$ cat config.mk
export PLATFORM = sky130hd
export DESIGN_NAME = ffd_decoder
export DESIGN_NICKNAME = d
export VERILOG_FILES = /design/src/inc/ffd_pkg.sv /design/src/ffd_decoder.sv
export SDC_FILE = /design/constraint.sdc
export NUM_CORES = 1
export LEC_CHECK = 0
export BUFFER_PORTS_ARGS = -buffer_cell sky130_fd_sc_hd__buf_2
export CAP_MARGIN = 10
export CELL_PAD_IN_SITES_DETAIL_PLACEMENT = 0
export CELL_PAD_IN_SITES_GLOBAL_PLACEMENT = 1
export CORE_ASPECT_RATIO = 1.4
export CORE_MARGIN = 10
export CORE_UTILIZATION = 30
export CTS_BUF_LIST = sky130_fd_sc_hd__clkbuf_16
export DETAILED_ROUTE_END_ITERATION = 12
export PLACE_DENSITY = 0.71
export SYNTH_ARGS = -nofsm -noshare
export SYNTH_HDL_FRONTEND = slang
export SYNTH_SLANG_ARGS = --single-unit
$ cat constraint.sdc
create_clock -name sys_clk -period 3 [get_ports sys_clk]
set_input_delay 0.6 -clock sys_clk [delete_from_list [all_inputs] [get_ports sys_clk]]
set_output_delay 0.6 -clock sys_clk [all_outputs]
set_load 0.05 [all_outputs]
$ cat src/inc/ffd_pkg.sv
package ffd_pkg;

  // ----------------------------------------------------------------
  // Function field codes
  // ----------------------------------------------------------------
  localparam logic [4:0] FC_DIVIDE = 5'h04;
  localparam logic [4:0] FC_DECREMENT = 5'h06;
  localparam logic [4:0] FC_ADD_KEEP_OVF = 5'h0A;
  localparam logic [4:0] FC_AND = 5'h0C;
  localparam logic [4:0] FC_COND_JUMP = 5'h14;
  localparam logic [4:0] FC_ROTATE = 5'h17;
  localparam logic [4:0] FC_ARITH_SHIFT = 5'h18;
  localparam logic [4:0] FC_COND_JUMP_ALT = 5'h19;
  localparam logic [4:0] FC_CLEAR_FLAG = 5'h1B;
  localparam logic [4:0] FC_SET_OVF = 5'h1D;

  // ----------------------------------------------------------------
  // Special field codes (encodings live in another decoder)
  // ----------------------------------------------------------------
  localparam logic [4:0] SP_SHIFT_LEFT_ONE = 5'h01;
  localparam logic [4:0] SP_SHIFT_RIGHT_ONE = 5'h02;
  localparam logic [4:0] SP_SKIP_GROUP_TWO = 5'h03;

  // ----------------------------------------------------------------
  // Function generator control, order: mode, carry, sel0..sel3
  // ----------------------------------------------------------------
  typedef struct packed {
    logic logic_mode_select;
    logic carry_control;
    logic func_select_0;
    logic func_select_1;
    logic func_select_2;
    logic func_select_3;
  } ffd_alu_ctrl_t;

  localparam ffd_alu_ctrl_t FG_ADD = 6'h19;
  localparam ffd_alu_ctrl_t FG_AND = 6'h3D;
  localparam ffd_alu_ctrl_t FG_INC = 6'h09;
  localparam ffd_alu_ctrl_t FG_IOR = 6'h37;
  localparam ffd_alu_ctrl_t FG_NOR = 6'h38;
  localparam ffd_alu_ctrl_t FG_SUB_TWOS = 6'h06;
  localparam ffd_alu_ctrl_t FG_SUB_ONES = 6'h16;
  localparam ffd_alu_ctrl_t FG_XOR = 6'h36;
  localparam ffd_alu_ctrl_t FG_PASS_R = 6'h00;

  // ----------------------------------------------------------------
  // Control-store sequencing strobes
  // ----------------------------------------------------------------
  typedef struct packed {
    logic jump_field_flag;
    logic skip_field_decode_enable;
    logic special_field_decode_enable;
    logic pc_read_low;
    logic pc_read_bit_nine;
    logic pc_read_high;
    logic rom_jump;
  } ffd_seq_t;

  // Decode enables and counter reads on, no jump flag, no control-store jump
  localparam ffd_seq_t SEQ_IDLE = 7'h3E;

  // Reset values
  localparam logic [15:0] WORD_RST = 16'h0000;
  localparam logic [7:0] TARGET_RST = 8'h00;

endpackage

$ cat src/ffd_decoder.sv
`timescale 1ns/10ps
// Overview of operation
// RULE1 - Code 01010 adds R and S onto T and raises overflow enable
// RULE2 - That add also enables extend for memory-reference or group-two skip
// RULE3 - Code 01100 ANDs R and S, no other control signals
// RULE4 - Code 11000 shifts 32 bits arithmetically; right: B via shifter
// RULE5 - Left shift uses F through shifter, Q internal; result stored in B/F
// RULE6 - Right shift copies sign to bit 15, ALU bit 0 to A15, drops A0
// RULE7 - Left shift keeps sign, overflow on bit 14/15 mismatch, Q15 in, Q0=0
// RULE8 - Arithmetic shift also selects inclusive-OR
// RULE9 - Code 11011 clears CPU flag and selects inclusive-OR
// RULE10 - Codes 10100/11001 jump only on halt or interrupt, inclusive-OR
// RULE11 - Jump blocks skip/special decode; their bits are the target
// RULE12 - Conditional jump disables program-counter read strobes
// RULE13 - Code 11101 sets overflow and selects inclusive-OR
// RULE14 - Code 10111 rotates 32 bits; right: A0 into bit 15, ALU_LOW_BIT into A15
// RULE15 - Left rotate: F through shifter, ALU_SIGN_BIT into Q0, Q carry into ALU_LOW_BIT
// RULE16 - Code 00110 adds ones'-complement of S to R, a decrement
// RULE17 - Function generator patterns are driven as the fixed table gives
// RULE18 - Code 00100 performs one divide step; sixteen make a full divide
// RULE19 - Divide step takes two cycles: freeze and test, then store
// RULE20 - Non-negative difference: F=2*diff+Q15, Q=2Q+1; else F=2F+Q15, Q=2Q
// RULE21 - After sixteen steps Q holds quotient and F remainder
// RULE22 - Microprogram must ensure positive operands and reset step counter
// RULE23 - Divide word selects F, scratch pad two, store F, left, count skip
module ffd_decoder #(
  parameter bit LATE_BUILD = 1'b1
) (
  // Clock and reset
  input wire logic sys_clk,
  input wire logic reset,
  // Microinstruction register fields
  input wire logic [4:0] func_code,
  input wire logic [4:0] special_code,
  input wire logic [7:0] jump_bits,
  // Processor state
  input wire logic user_mem_ref,
  input wire logic halt_or_irq,
  input wire logic ovf_clear,
  input wire logic flag_set,
  // Data from the arithmetic section
  input wire logic [15:0] r_bus,
  input wire logic [15:0] s_bus,
  input wire logic [15:0] a_reg,
  input wire logic [15:0] q_reg,
  // Function generator control, T-bus word and store strobe
  output ffd_pkg::ffd_alu_ctrl_t alu_ctrl_q,
  output logic [15:0] t_bus_q,
  output logic t_store_q,
  // Internal shift registers
  output logic a_load_q,
  output logic [15:0] a_next_q,
  output logic q_load_q,
  output logic [15:0] q_next_q,
  // Flags and enables
  output logic overflow_enable_q,
  output logic extend_enable_q,
  output logic overflow_flipflop_q,
  output logic cpu_flag_q,
  output logic freeze_q,
  // Control-store sequencing
  output ffd_pkg::ffd_seq_t seq_q,
  output logic [7:0] jump_target_q
);

  typedef enum logic {FFD_DIV_TEST, FFD_DIV_STORE} ffd_div_state_t;
  ffd_div_state_t div_state_q;
  ffd_pkg::ffd_alu_ctrl_t alu_ctrl_d;
  logic [16:0] alu_sum;
  logic [15:0] alu_word;
  logic [15:0] t_bus_d;
  logic [15:0] a_next_d;
  logic [15:0] q_next_d;
  logic a_load_d;
  logic q_load_d;
  logic t_store_d;
  logic ovf_set_d;
  logic is_div;
  logic is_conditional_rom_jump;
  logic left_one;
  logic right_one;
  logic [16:0] div_diff;
  logic div_ok;

  // ----------------------------------------------------------------
  // Decode helpers
  // ----------------------------------------------------------------
  function automatic logic is_cond_jump(input logic [4:0] code);
    is_cond_jump = (code == ffd_pkg::FC_COND_JUMP) ||
                   (LATE_BUILD && code == ffd_pkg::FC_COND_JUMP_ALT);
  endfunction

  // Function generator behaviour for a control pattern
  function automatic logic [16:0] fgen(input ffd_pkg::ffd_alu_ctrl_t c,
                                       input logic [15:0] r,
                                       input logic [15:0] s);
    case (c)
      ffd_pkg::FG_ADD: fgen = {1'b0, r} + {1'b0, s};
      ffd_pkg::FG_AND: fgen = {1'b0, r & s};
      ffd_pkg::FG_INC: fgen = {1'b0, r} + {1'b0, s} + 17'h00001;
      ffd_pkg::FG_IOR: fgen = {1'b0, r | s};
      ffd_pkg::FG_NOR: fgen = {1'b0, ~(r | s)};
      ffd_pkg::FG_SUB_TWOS: fgen = {1'b0, r} + {1'b0, ~s} + 17'h00001;
      ffd_pkg::FG_SUB_ONES: fgen = {1'b0, r} + {1'b0, ~s};
      ffd_pkg::FG_XOR: fgen = {1'b0, r ^ s};
      default: fgen = {1'b0, r};
    endcase
  endfunction

  assign is_div = (func_code == ffd_pkg::FC_DIVIDE);
  assign is_conditional_rom_jump = is_cond_jump(func_code);
  assign left_one = (special_code == ffd_pkg::SP_SHIFT_LEFT_ONE);
  assign right_one = (special_code == ffd_pkg::SP_SHIFT_RIGHT_ONE);
  // Divide test: R minus S, bit 16 set means no borrow
  assign div_diff = {1'b0, r_bus} + {1'b0, ~s_bus} + 17'h00001;
  assign div_ok = div_diff[16];

  // ----------------------------------------------------------------
  // Function generator pattern select
  // ----------------------------------------------------------------
  always_comb begin
    case (func_code)
      ffd_pkg::FC_ADD_KEEP_OVF: alu_ctrl_d = ffd_pkg::FG_ADD; // [RULE1]
      ffd_pkg::FC_AND: alu_ctrl_d = ffd_pkg::FG_AND; // [RULE3]
      ffd_pkg::FC_DECREMENT: alu_ctrl_d = ffd_pkg::FG_SUB_ONES; // [RULE16]
      ffd_pkg::FC_DIVIDE: alu_ctrl_d = ffd_pkg::FG_SUB_TWOS; // [RULE18]
      ffd_pkg::FC_ARITH_SHIFT,
      ffd_pkg::FC_ROTATE,
      ffd_pkg::FC_CLEAR_FLAG,
      ffd_pkg::FC_SET_OVF: alu_ctrl_d = ffd_pkg::FG_IOR; // [RULE8] [RULE9]
      // Conditional jump codes select inclusive-OR; codes owned by other decoders pass R unchanged
      default: alu_ctrl_d = is_conditional_rom_jump ? ffd_pkg::FG_IOR :
                            ffd_pkg::FG_PASS_R; // [RULE10]
    endcase
  end
  assign alu_sum = fgen(alu_ctrl_d, r_bus, s_bus); // [RULE17]
  assign alu_word = alu_sum[15:0];

  // ----------------------------------------------------------------
  // Shifter, internal A/Q shifts and divide step data
  // ----------------------------------------------------------------
  always_comb begin
    t_bus_d = alu_word;
    a_next_d = a_reg;
    q_next_d = q_reg;
    a_load_d = 1'b0;
    q_load_d = 1'b0;
    t_store_d = 1'b1;
    ovf_set_d = 1'b0;
    case (func_code)
      ffd_pkg::FC_ADD_KEEP_OVF: ovf_set_d = (r_bus[15] == s_bus[15]) &&
        (alu_word[15] != r_bus[15]); // Signed overflow [RULE1]
      ffd_pkg::FC_ARITH_SHIFT: begin
        if (right_one) begin
          t_bus_d = {alu_word[15], alu_word[15:1]}; // [RULE4] [RULE6]
          a_next_d = {alu_word[0], a_reg[15:1]}; // [RULE6]
          a_load_d = 1'b1;
        end else if (left_one) begin
          t_bus_d = {alu_word[15], alu_word[13:0], q_reg[15]}; // [RULE7]
          q_next_d = {q_reg[14:0], 1'b0}; // [RULE5] [RULE7]
          q_load_d = 1'b1;
          ovf_set_d = alu_word[14] ^ alu_word[15]; // [RULE7]
        end
      end
      ffd_pkg::FC_ROTATE: begin
        if (right_one) begin
          t_bus_d = {a_reg[0], alu_word[15:1]}; // [RULE14]
          a_next_d = {alu_word[0], a_reg[15:1]}; // [RULE14]
          a_load_d = 1'b1;
        end else if (left_one) begin
          t_bus_d = {alu_word[14:0], q_reg[15]}; // [RULE15]
          q_next_d = {q_reg[14:0], alu_word[15]}; // [RULE15]
          q_load_d = 1'b1;
        end
      end
      ffd_pkg::FC_DIVIDE: begin
        // First pass only tests; second pass stores F and Q
        t_store_d = (div_state_q == FFD_DIV_STORE); // [RULE19]
        q_load_d = (div_state_q == FFD_DIV_STORE); // [RULE19]
        if (div_ok) begin
          t_bus_d = {div_diff[14:0], q_reg[15]}; // [RULE20]
          q_next_d = {q_reg[14:0], 1'b1}; // [RULE20]
        end else begin
          t_bus_d = {r_bus[14:0], q_reg[15]}; // [RULE20] [RULE21]
          q_next_d = {q_reg[14:0], 1'b0}; // [RULE20]
        end
      end
      default: t_bus_d = alu_word; // [RULE3] [RULE16]
    endcase
  end

  // ----------------------------------------------------------------
  // Divide step sequencer
  // ----------------------------------------------------------------
  // Microinstruction register holds the same word during the freeze
  always_ff @(posedge sys_clk or posedge reset) begin
    if (reset) begin
      div_state_q <= FFD_DIV_TEST;
      freeze_q <= 1'b0;
    end else begin
      freeze_q <= is_div && (div_state_q == FFD_DIV_TEST); // [RULE19]
      case (div_state_q)
        FFD_DIV_TEST: begin
          if (is_div) begin
            div_state_q <= FFD_DIV_STORE; // [RULE19]
          end
        end
        FFD_DIV_STORE: div_state_q <= FFD_DIV_TEST; // [RULE19]
        default: div_state_q <= FFD_DIV_TEST;
      endcase
    end
  end

  // ----------------------------------------------------------------
  // Registered datapath outputs
  // ----------------------------------------------------------------
  always_ff @(posedge sys_clk or posedge reset) begin
    if (reset) begin
      alu_ctrl_q <= ffd_pkg::FG_PASS_R;
      t_bus_q <= ffd_pkg::WORD_RST;
      t_store_q <= 1'b0;
      a_load_q <= 1'b0;
      a_next_q <= ffd_pkg::WORD_RST;
      q_load_q <= 1'b0;
      q_next_q <= ffd_pkg::WORD_RST;
    end else begin
      alu_ctrl_q <= alu_ctrl_d; // [RULE17]
      t_bus_q <= t_bus_d;
      t_store_q <= t_store_d;
      a_load_q <= a_load_d;
      a_next_q <= a_next_d;
      q_load_q <= q_load_d;
      q_next_q <= q_next_d;
    end
  end

  // Overflow and extend enables for the saved-overflow add
  always_ff @(posedge sys_clk or posedge reset) begin
    if (reset) begin
      overflow_enable_q <= 1'b0;
      extend_enable_q <= 1'b0;
    end else begin
      overflow_enable_q <= (func_code == ffd_pkg::FC_ADD_KEEP_OVF); // [RULE1]
      extend_enable_q <= (func_code == ffd_pkg::FC_ADD_KEEP_OVF) &&
        (user_mem_ref ||
         special_code == ffd_pkg::SP_SKIP_GROUP_TWO); // [RULE2]
    end
  end

  // ----------------------------------------------------------------
  // Overflow and CPU flag flip-flops
  // ----------------------------------------------------------------
  // A set arriving with an outside clear wins, so no event is lost
  always_ff @(posedge sys_clk or posedge reset) begin
    if (reset) begin
      overflow_flipflop_q <= 1'b0;
    end else if (func_code == ffd_pkg::FC_SET_OVF || ovf_set_d) begin
      overflow_flipflop_q <= 1'b1; // [RULE13] [RULE7]
    end else if (ovf_clear) begin
      overflow_flipflop_q <= 1'b0;
    end
  end

  // Outside set wins over the clear code for the same reason
  always_ff @(posedge sys_clk or posedge reset) begin
    if (reset) begin
      cpu_flag_q <= 1'b0;
    end else if (flag_set) begin
      cpu_flag_q <= 1'b1;
    end else if (func_code == ffd_pkg::FC_CLEAR_FLAG) begin
      cpu_flag_q <= 1'b0; // [RULE9]
    end
  end

  // ----------------------------------------------------------------
  // Conditional control-store jump
  // ----------------------------------------------------------------
  always_ff @(posedge sys_clk or posedge reset) begin
    if (reset) begin
      seq_q <= ffd_pkg::SEQ_IDLE;
      jump_target_q <= ffd_pkg::TARGET_RST;
    end else begin
      seq_q.jump_field_flag <= is_conditional_rom_jump;
      seq_q.skip_field_decode_enable <= !is_conditional_rom_jump; // [RULE11]
      seq_q.special_field_decode_enable <= !is_conditional_rom_jump; // [RULE11]
      seq_q.pc_read_low <= !is_conditional_rom_jump; // [RULE12]
      seq_q.pc_read_bit_nine <= !is_conditional_rom_jump; // [RULE12]
      seq_q.pc_read_high <= !is_conditional_rom_jump; // [RULE12]
      seq_q.rom_jump <= is_conditional_rom_jump && halt_or_irq; // [RULE10]
      jump_target_q <= jump_bits; // [RULE11]
    end
  end

  // ----------------------------------------------------------------
  // Checks
  // ----------------------------------------------------------------
  chk_add_ovf_enable: assert property (@(posedge sys_clk) disable iff (reset)
    func_code == ffd_pkg::FC_ADD_KEEP_OVF |=> overflow_enable_q &&
      alu_ctrl_q == ffd_pkg::FG_ADD) // [RULE1]
    else $error("saved-overflow add lacks enable");
  chk_extend_gate: assert property (@(posedge sys_clk) disable iff (reset)
    extend_enable_q |-> overflow_enable_q && ($past(user_mem_ref) ||
      $past(special_code) == ffd_pkg::SP_SKIP_GROUP_TWO)) // [RULE2]
    else $error("extend enabled without overflow enable");
  chk_and_pattern: assert property (@(posedge sys_clk) disable iff (reset)
    func_code == ffd_pkg::FC_AND |=> alu_ctrl_q == ffd_pkg::FG_AND &&
      !a_load_q && !q_load_q) // [RULE3]
    else $error("AND pattern wrong");
  chk_ars_right: assert property (@(posedge sys_clk) disable iff (reset)
    func_code == ffd_pkg::FC_ARITH_SHIFT && right_one |=>
      t_bus_q[15] == t_bus_q[14] && a_load_q) // [RULE6]
    else $error("right arithmetic shift lost sign");
  chk_ars_left_ovf: assert property (@(posedge sys_clk) disable iff (reset)
    func_code == ffd_pkg::FC_ARITH_SHIFT && left_one &&
      (r_bus[14] ^ r_bus[15]) && s_bus == 16'h0000 |=>
      overflow_flipflop_q && q_next_q[0] == 1'b0) // [RULE7]
    else $error("left shift overflow not set");
  chk_clear_flag: assert property (@(posedge sys_clk) disable iff (reset)
    func_code == ffd_pkg::FC_CLEAR_FLAG && !flag_set |=>
      !cpu_flag_q && alu_ctrl_q == ffd_pkg::FG_IOR) // [RULE9]
    else $error("flag not cleared");
  chk_conditional_rom_jump_strobes: assert property (@(posedge sys_clk) disable iff (reset)
    is_conditional_rom_jump |=> seq_q.jump_field_flag && !seq_q.pc_read_low &&
      !seq_q.skip_field_decode_enable &&
      seq_q.rom_jump == $past(halt_or_irq) &&
      jump_target_q == $past(jump_bits)) // [RULE10] [RULE11] [RULE12]
    else $error("conditional jump strobes wrong");
  chk_set_ovf: assert property (@(posedge sys_clk) disable iff (reset)
    func_code == ffd_pkg::FC_SET_OVF |=> overflow_flipflop_q) // [RULE13]
    else $error("overflow code did not set flip-flop");
  chk_div_two_cycle: assert property (@(posedge sys_clk) disable iff (reset)
    is_div && div_state_q == FFD_DIV_TEST |=> freeze_q && !t_store_q &&
      !q_load_q ##1 !freeze_q) // [RULE19]
    else $error("divide step sequencing wrong");
  chk_dec_pattern: assert property (@(posedge sys_clk) disable iff (reset)
    func_code == ffd_pkg::FC_DECREMENT && s_bus == 16'h0000 |=>
      t_bus_q == $past(r_bus) - 16'h0001) // [RULE16]
    else $error("decrement result wrong");
endmodule

==> out/qor.yml <==
finClkSkew_ps: 4.57
cp-end-kind: "register"
coreArea_sq_mm: 0.0213
grt.total_usage: 0.169
dr.first_iter.drc_count: 447
ys_dominant_reg_cell: "sky130_fd_sc_hd__dfrtp_1"
critPathMaxFanout: 4
layout-drive-gt1-share: 0.511
min-delay-path-class: "in2async"
rsz0062_at_grt: "yes"
postSynthAreaPerCell_sq_um: 8.66
first_global_vias: 7275
area_growth_syn_to_layout_pct: 60.6
synth_xor_area_frac: 0.0454
initial_antenna_violation_count: 0
totalWireLength_mm: 25.1
category_of_the_most_critical_setup_path: "in2reg"
ctsRootBufferMaster: "sky130_fd_sc_hd__clkbuf_16"
ys_types: 85
setup.worst_path.start_class: "input port"
drv_slew: 0
post_synth_fa_ha_maj_area_fraction: 0.111
synth_compound_gate_area_share: 0.265
synthesis.yosys.warnings: 0
grt_max_degree: 74
seq_area_sq_mm: 0.00183
drt-pass1-iter-count: 5
starting_density_of_the_core: 0.307
dieWidth_um: 145
max-vdd-ir-drop_v: 0.000287
commonest_cells_after_routing_fill_and_taps_aside: "sky130_fd_sc_hd__buf_4 (226), sky130_fd_sc_hd__buf_2 (155), sky130_fd_sc_hd__dfrtp_1 (72)"
slew_headroom: 0.565
layout.cells.most_common: "sky130_fd_sc_hd__buf_4"
via_count_of_the_routed_design: 7069
synth_fp_nets: 899
fin_nets: 1276
max_slew.worst_pin.slew_ps: 651
muxShareOfSynthArea: 0.0688
worst_slack_ps: -409
vias_per_cell: 5.06
nFillCells: 2045
failed_checks: "negative setup slack"
placement_rows: 63
ios: 165
clockBufferDepth: 2
period_needed_ps: 3410
die_h_um: 195
asyncSetResetFlopFracSynth: 1.00
drt_drc_violations_left: 0
synth_simple_gate_area_frac: 0.165
finalNonFillerCells: 1396
pre_cts_ws_ps: -870
power_per_cell_area_mw_per_mm2: 411
period_share: 1.14
yosys_reg_bits: 73
finalSetupViolCount: 17
placed_cells: 1359
mapped_cell_area_sq_mm: 0.00653
wl_per_cell_um: 18.0
crit_path_required_time_ps: 3210
cts_tree: "built"
synth_top_family_by_area: "compound AO/OA/AOI/OAI gates"
clk_transition_reported_paths_ps: 60
timing.final.hold_violations: 0
die-area_sq_mm: 0.0282
number_of_enable_flip_flop_cells_after_synthesis: 0
clock.fmax_mhz: 293
cts_buffers: 9
power_w: 0.00431
grt_overflow: 0
synth_sequential_area_ratio: 0.280
critical_path_arrival_ps: 3620
worstSkewPairLatency_ps: 330
tritoncts_num_sinks: 73
maxCapViolations: 0
detail-route-antenna-nets: 0
static-leakage-power_nw: 4.93
result_of_the_run: "finished, violations left"
h_tree_lvls: 3
detailedPlacementHpwl_mm: 20.6
final_util: 0.493
multiInputGateArea_sq_mm: 0.00489
gp_congestion: 0.862
synthCells: 754
grt_first_pass_wirelength_mm: 38.3
num_antenna_cells: 0
port_buffers: 164
cell usage after synthesis (4+ instances only):
cell type / n / share of area
sky130_fd_sc_hd__a21o_1: 8 / 0.0092
sky130_fd_sc_hd__a22oi_1: 7 / 0.0080
sky130_fd_sc_hd__nor4_1: 5 / 0.0048
sky130_fd_sc_hd__o221ai_1: 11 / 0.015
sky130_fd_sc_hd__nand2b_1: 6 / 0.0057
sky130_fd_sc_hd__o21bai_1: 4 / 0.0046
sky130_fd_sc_hd__mux2_2: 31 / 0.053
sky130_fd_sc_hd__o211ai_1: 15 / 0.017
sky130_fd_sc_hd__a21oi_1: 47 / 0.036
sky130_fd_sc_hd__buf_1: 4 / 0.0023
sky130_fd_sc_hd__o21ai_0: 48 / 0.037
sky130_fd_sc_hd__mux2i_1: 10 / 0.015
sky130_fd_sc_hd__a311oi_1: 4 / 0.0054
sky130_fd_sc_hd__clkbuf_1: 22 / 0.013
sky130_fd_sc_hd__or2_2: 4 / 0.0038
sky130_fd_sc_hd__a211oi_1: 8 / 0.0092
sky130_fd_sc_hd__xnor2_1: 26 / 0.035
sky130_fd_sc_hd__nand3_1: 15 / 0.011
sky130_fd_sc_hd__xor2_1: 6 / 0.0080
sky130_fd_sc_hd__and3_1: 4 / 0.0038
sky130_fd_sc_hd__nor2b_1: 12 / 0.011
sky130_fd_sc_hd__ha_1: 55 / 0.11
sky130_fd_sc_hd__dfrtp_1: 72 / 0.28
sky130_fd_sc_hd__nor3_1: 11 / 0.0084
sky130_fd_sc_hd__buf_2: 8 / 0.0061
sky130_fd_sc_hd__nand3b_1: 4 / 0.0046
sky130_fd_sc_hd__a211o_1: 7 / 0.0094
sky130_fd_sc_hd__buf_4: 7 / 0.0080
sky130_fd_sc_hd__o21ai_1: 8 / 0.0061
sky130_fd_sc_hd__inv_1: 54 / 0.031
sky130_fd_sc_hd__a221oi_1: 12 / 0.016
sky130_fd_sc_hd__o22ai_1: 7 / 0.0067
sky130_fd_sc_hd__or3_1: 5 / 0.0048
sky130_fd_sc_hd__nand2_1: 67 / 0.039
sky130_fd_sc_hd__nand4_1: 4 / 0.0038
sky130_fd_sc_hd__nor2_1: 51 / 0.029
sky130_fd_sc_hd__a221o_1: 5 / 0.0077
sky130_fd_sc_hd__and2_1: 5 / 0.0048
flip-flops by register name, summed over array words and instances, names as in the netlist, 3 cells and up:
register       flops
a_next_q          16
q_next_q          16
t_bus_q           16
jump_target_q      8
alu_ctrl_q         6
seq_q              3
layout make-up:
class | instances | share of cell area
multi-input combinational | 582 | 0.466
timing repair buffer | 409 | 0.273
sequential | 73 | 0.174
tap | 260 | 0.0310
inverter | 56 | 0.0230
clock buffer | 9 | 0.0215
clock inverter | 7 | 0.0112
per-stage QoR:
| stage | hold slack, ps | TNS, ps | instance area, sq um |
|---|---|---|---|
| 2_1_floorplan | 631 | -5560 | 6730 |
| 3_3_place_gp | 454 | -12290 | 9400 |
| 3_5_place_dp | 469 | -12750 | 9400 |
| 4_1_cts | 345 | -4820 | 10200 |
| 5_1_grt | 358 | -7830 | 10500 |
| 6_report | 340 | -5750 | 10500 |
cell families after synthesis:
| family | after synthesis |
|---|---|
| adder cells (fa/ha/maj) | 57 |
| multiplexers | 41 |
| buffers and inverters | 99 |
| flip-flops | 73 |
| AO/OA/AOI/OAI | 237 |
| XOR/XNOR | 33 |
| AND/OR/NAND/NOR | 214 |
where the power goes:
group | switching (W) | internal (W)
combinational | 0.00113 | 0.000882
sequential | 0.0000193 | 0.00106
clock | 0.000411 | 0.000812
per-layer routing:
metal	wire length (um)	GRT usage
met3	1720	0.0242
met4	524	0.0486
met2	13000	0.311
met5	0	0
met1	9870	0.194
final timing paths:
kind,to,slack (ps),startpoint,cells past startpoint
min in group sys_clk,jump_target_q[7],370,jump_bits[7],1
worst max register to register,t_store_q,2170,div_state_q,1
worst min-delay path,t_bus_q[11],340,reset,3
worst max-delay path,t_bus_q[13],-410,r_bus[0],16
worst min register to register,cpu_flag_q,480,cpu_flag_q,1
max in group asynchronous,seq_q[1],2320,reset,3
repair_timing:
item	CTS	global route
gates resized for setup	76	49
setup endpoints to repair	17	17
pin swaps	18	21
endpoints found under the hold margin	0	0
buffers inserted	11	9
cloned	0	1
hold buffers	0	0
worst max-delay path, stage by stage:
cell                       delay, ps
sky130_fd_sc_hd__buf_8           100
sky130_fd_sc_hd__ha_4            150
sky130_fd_sc_hd__fa_2            390
sky130_fd_sc_hd__nand2b_4        100
sky130_fd_sc_hd__buf_6           120
sky130_fd_sc_hd__a21oi_4          70
sky130_fd_sc_hd__xor2_2          190
sky130_fd_sc_hd__or3_4           350
sky130_fd_sc_hd__nor3_4          210
sky130_fd_sc_hd__nand3b_1        180
sky130_fd_sc_hd__buf_4           180
sky130_fd_sc_hd__nor3_4          210
sky130_fd_sc_hd__xnor2_2         150
sky130_fd_sc_hd__o21ai_2          90
sky130_fd_sc_hd__o221a_1         250
sky130_fd_sc_hd__a211o_1         270
(Power assumes the default switching activity.)
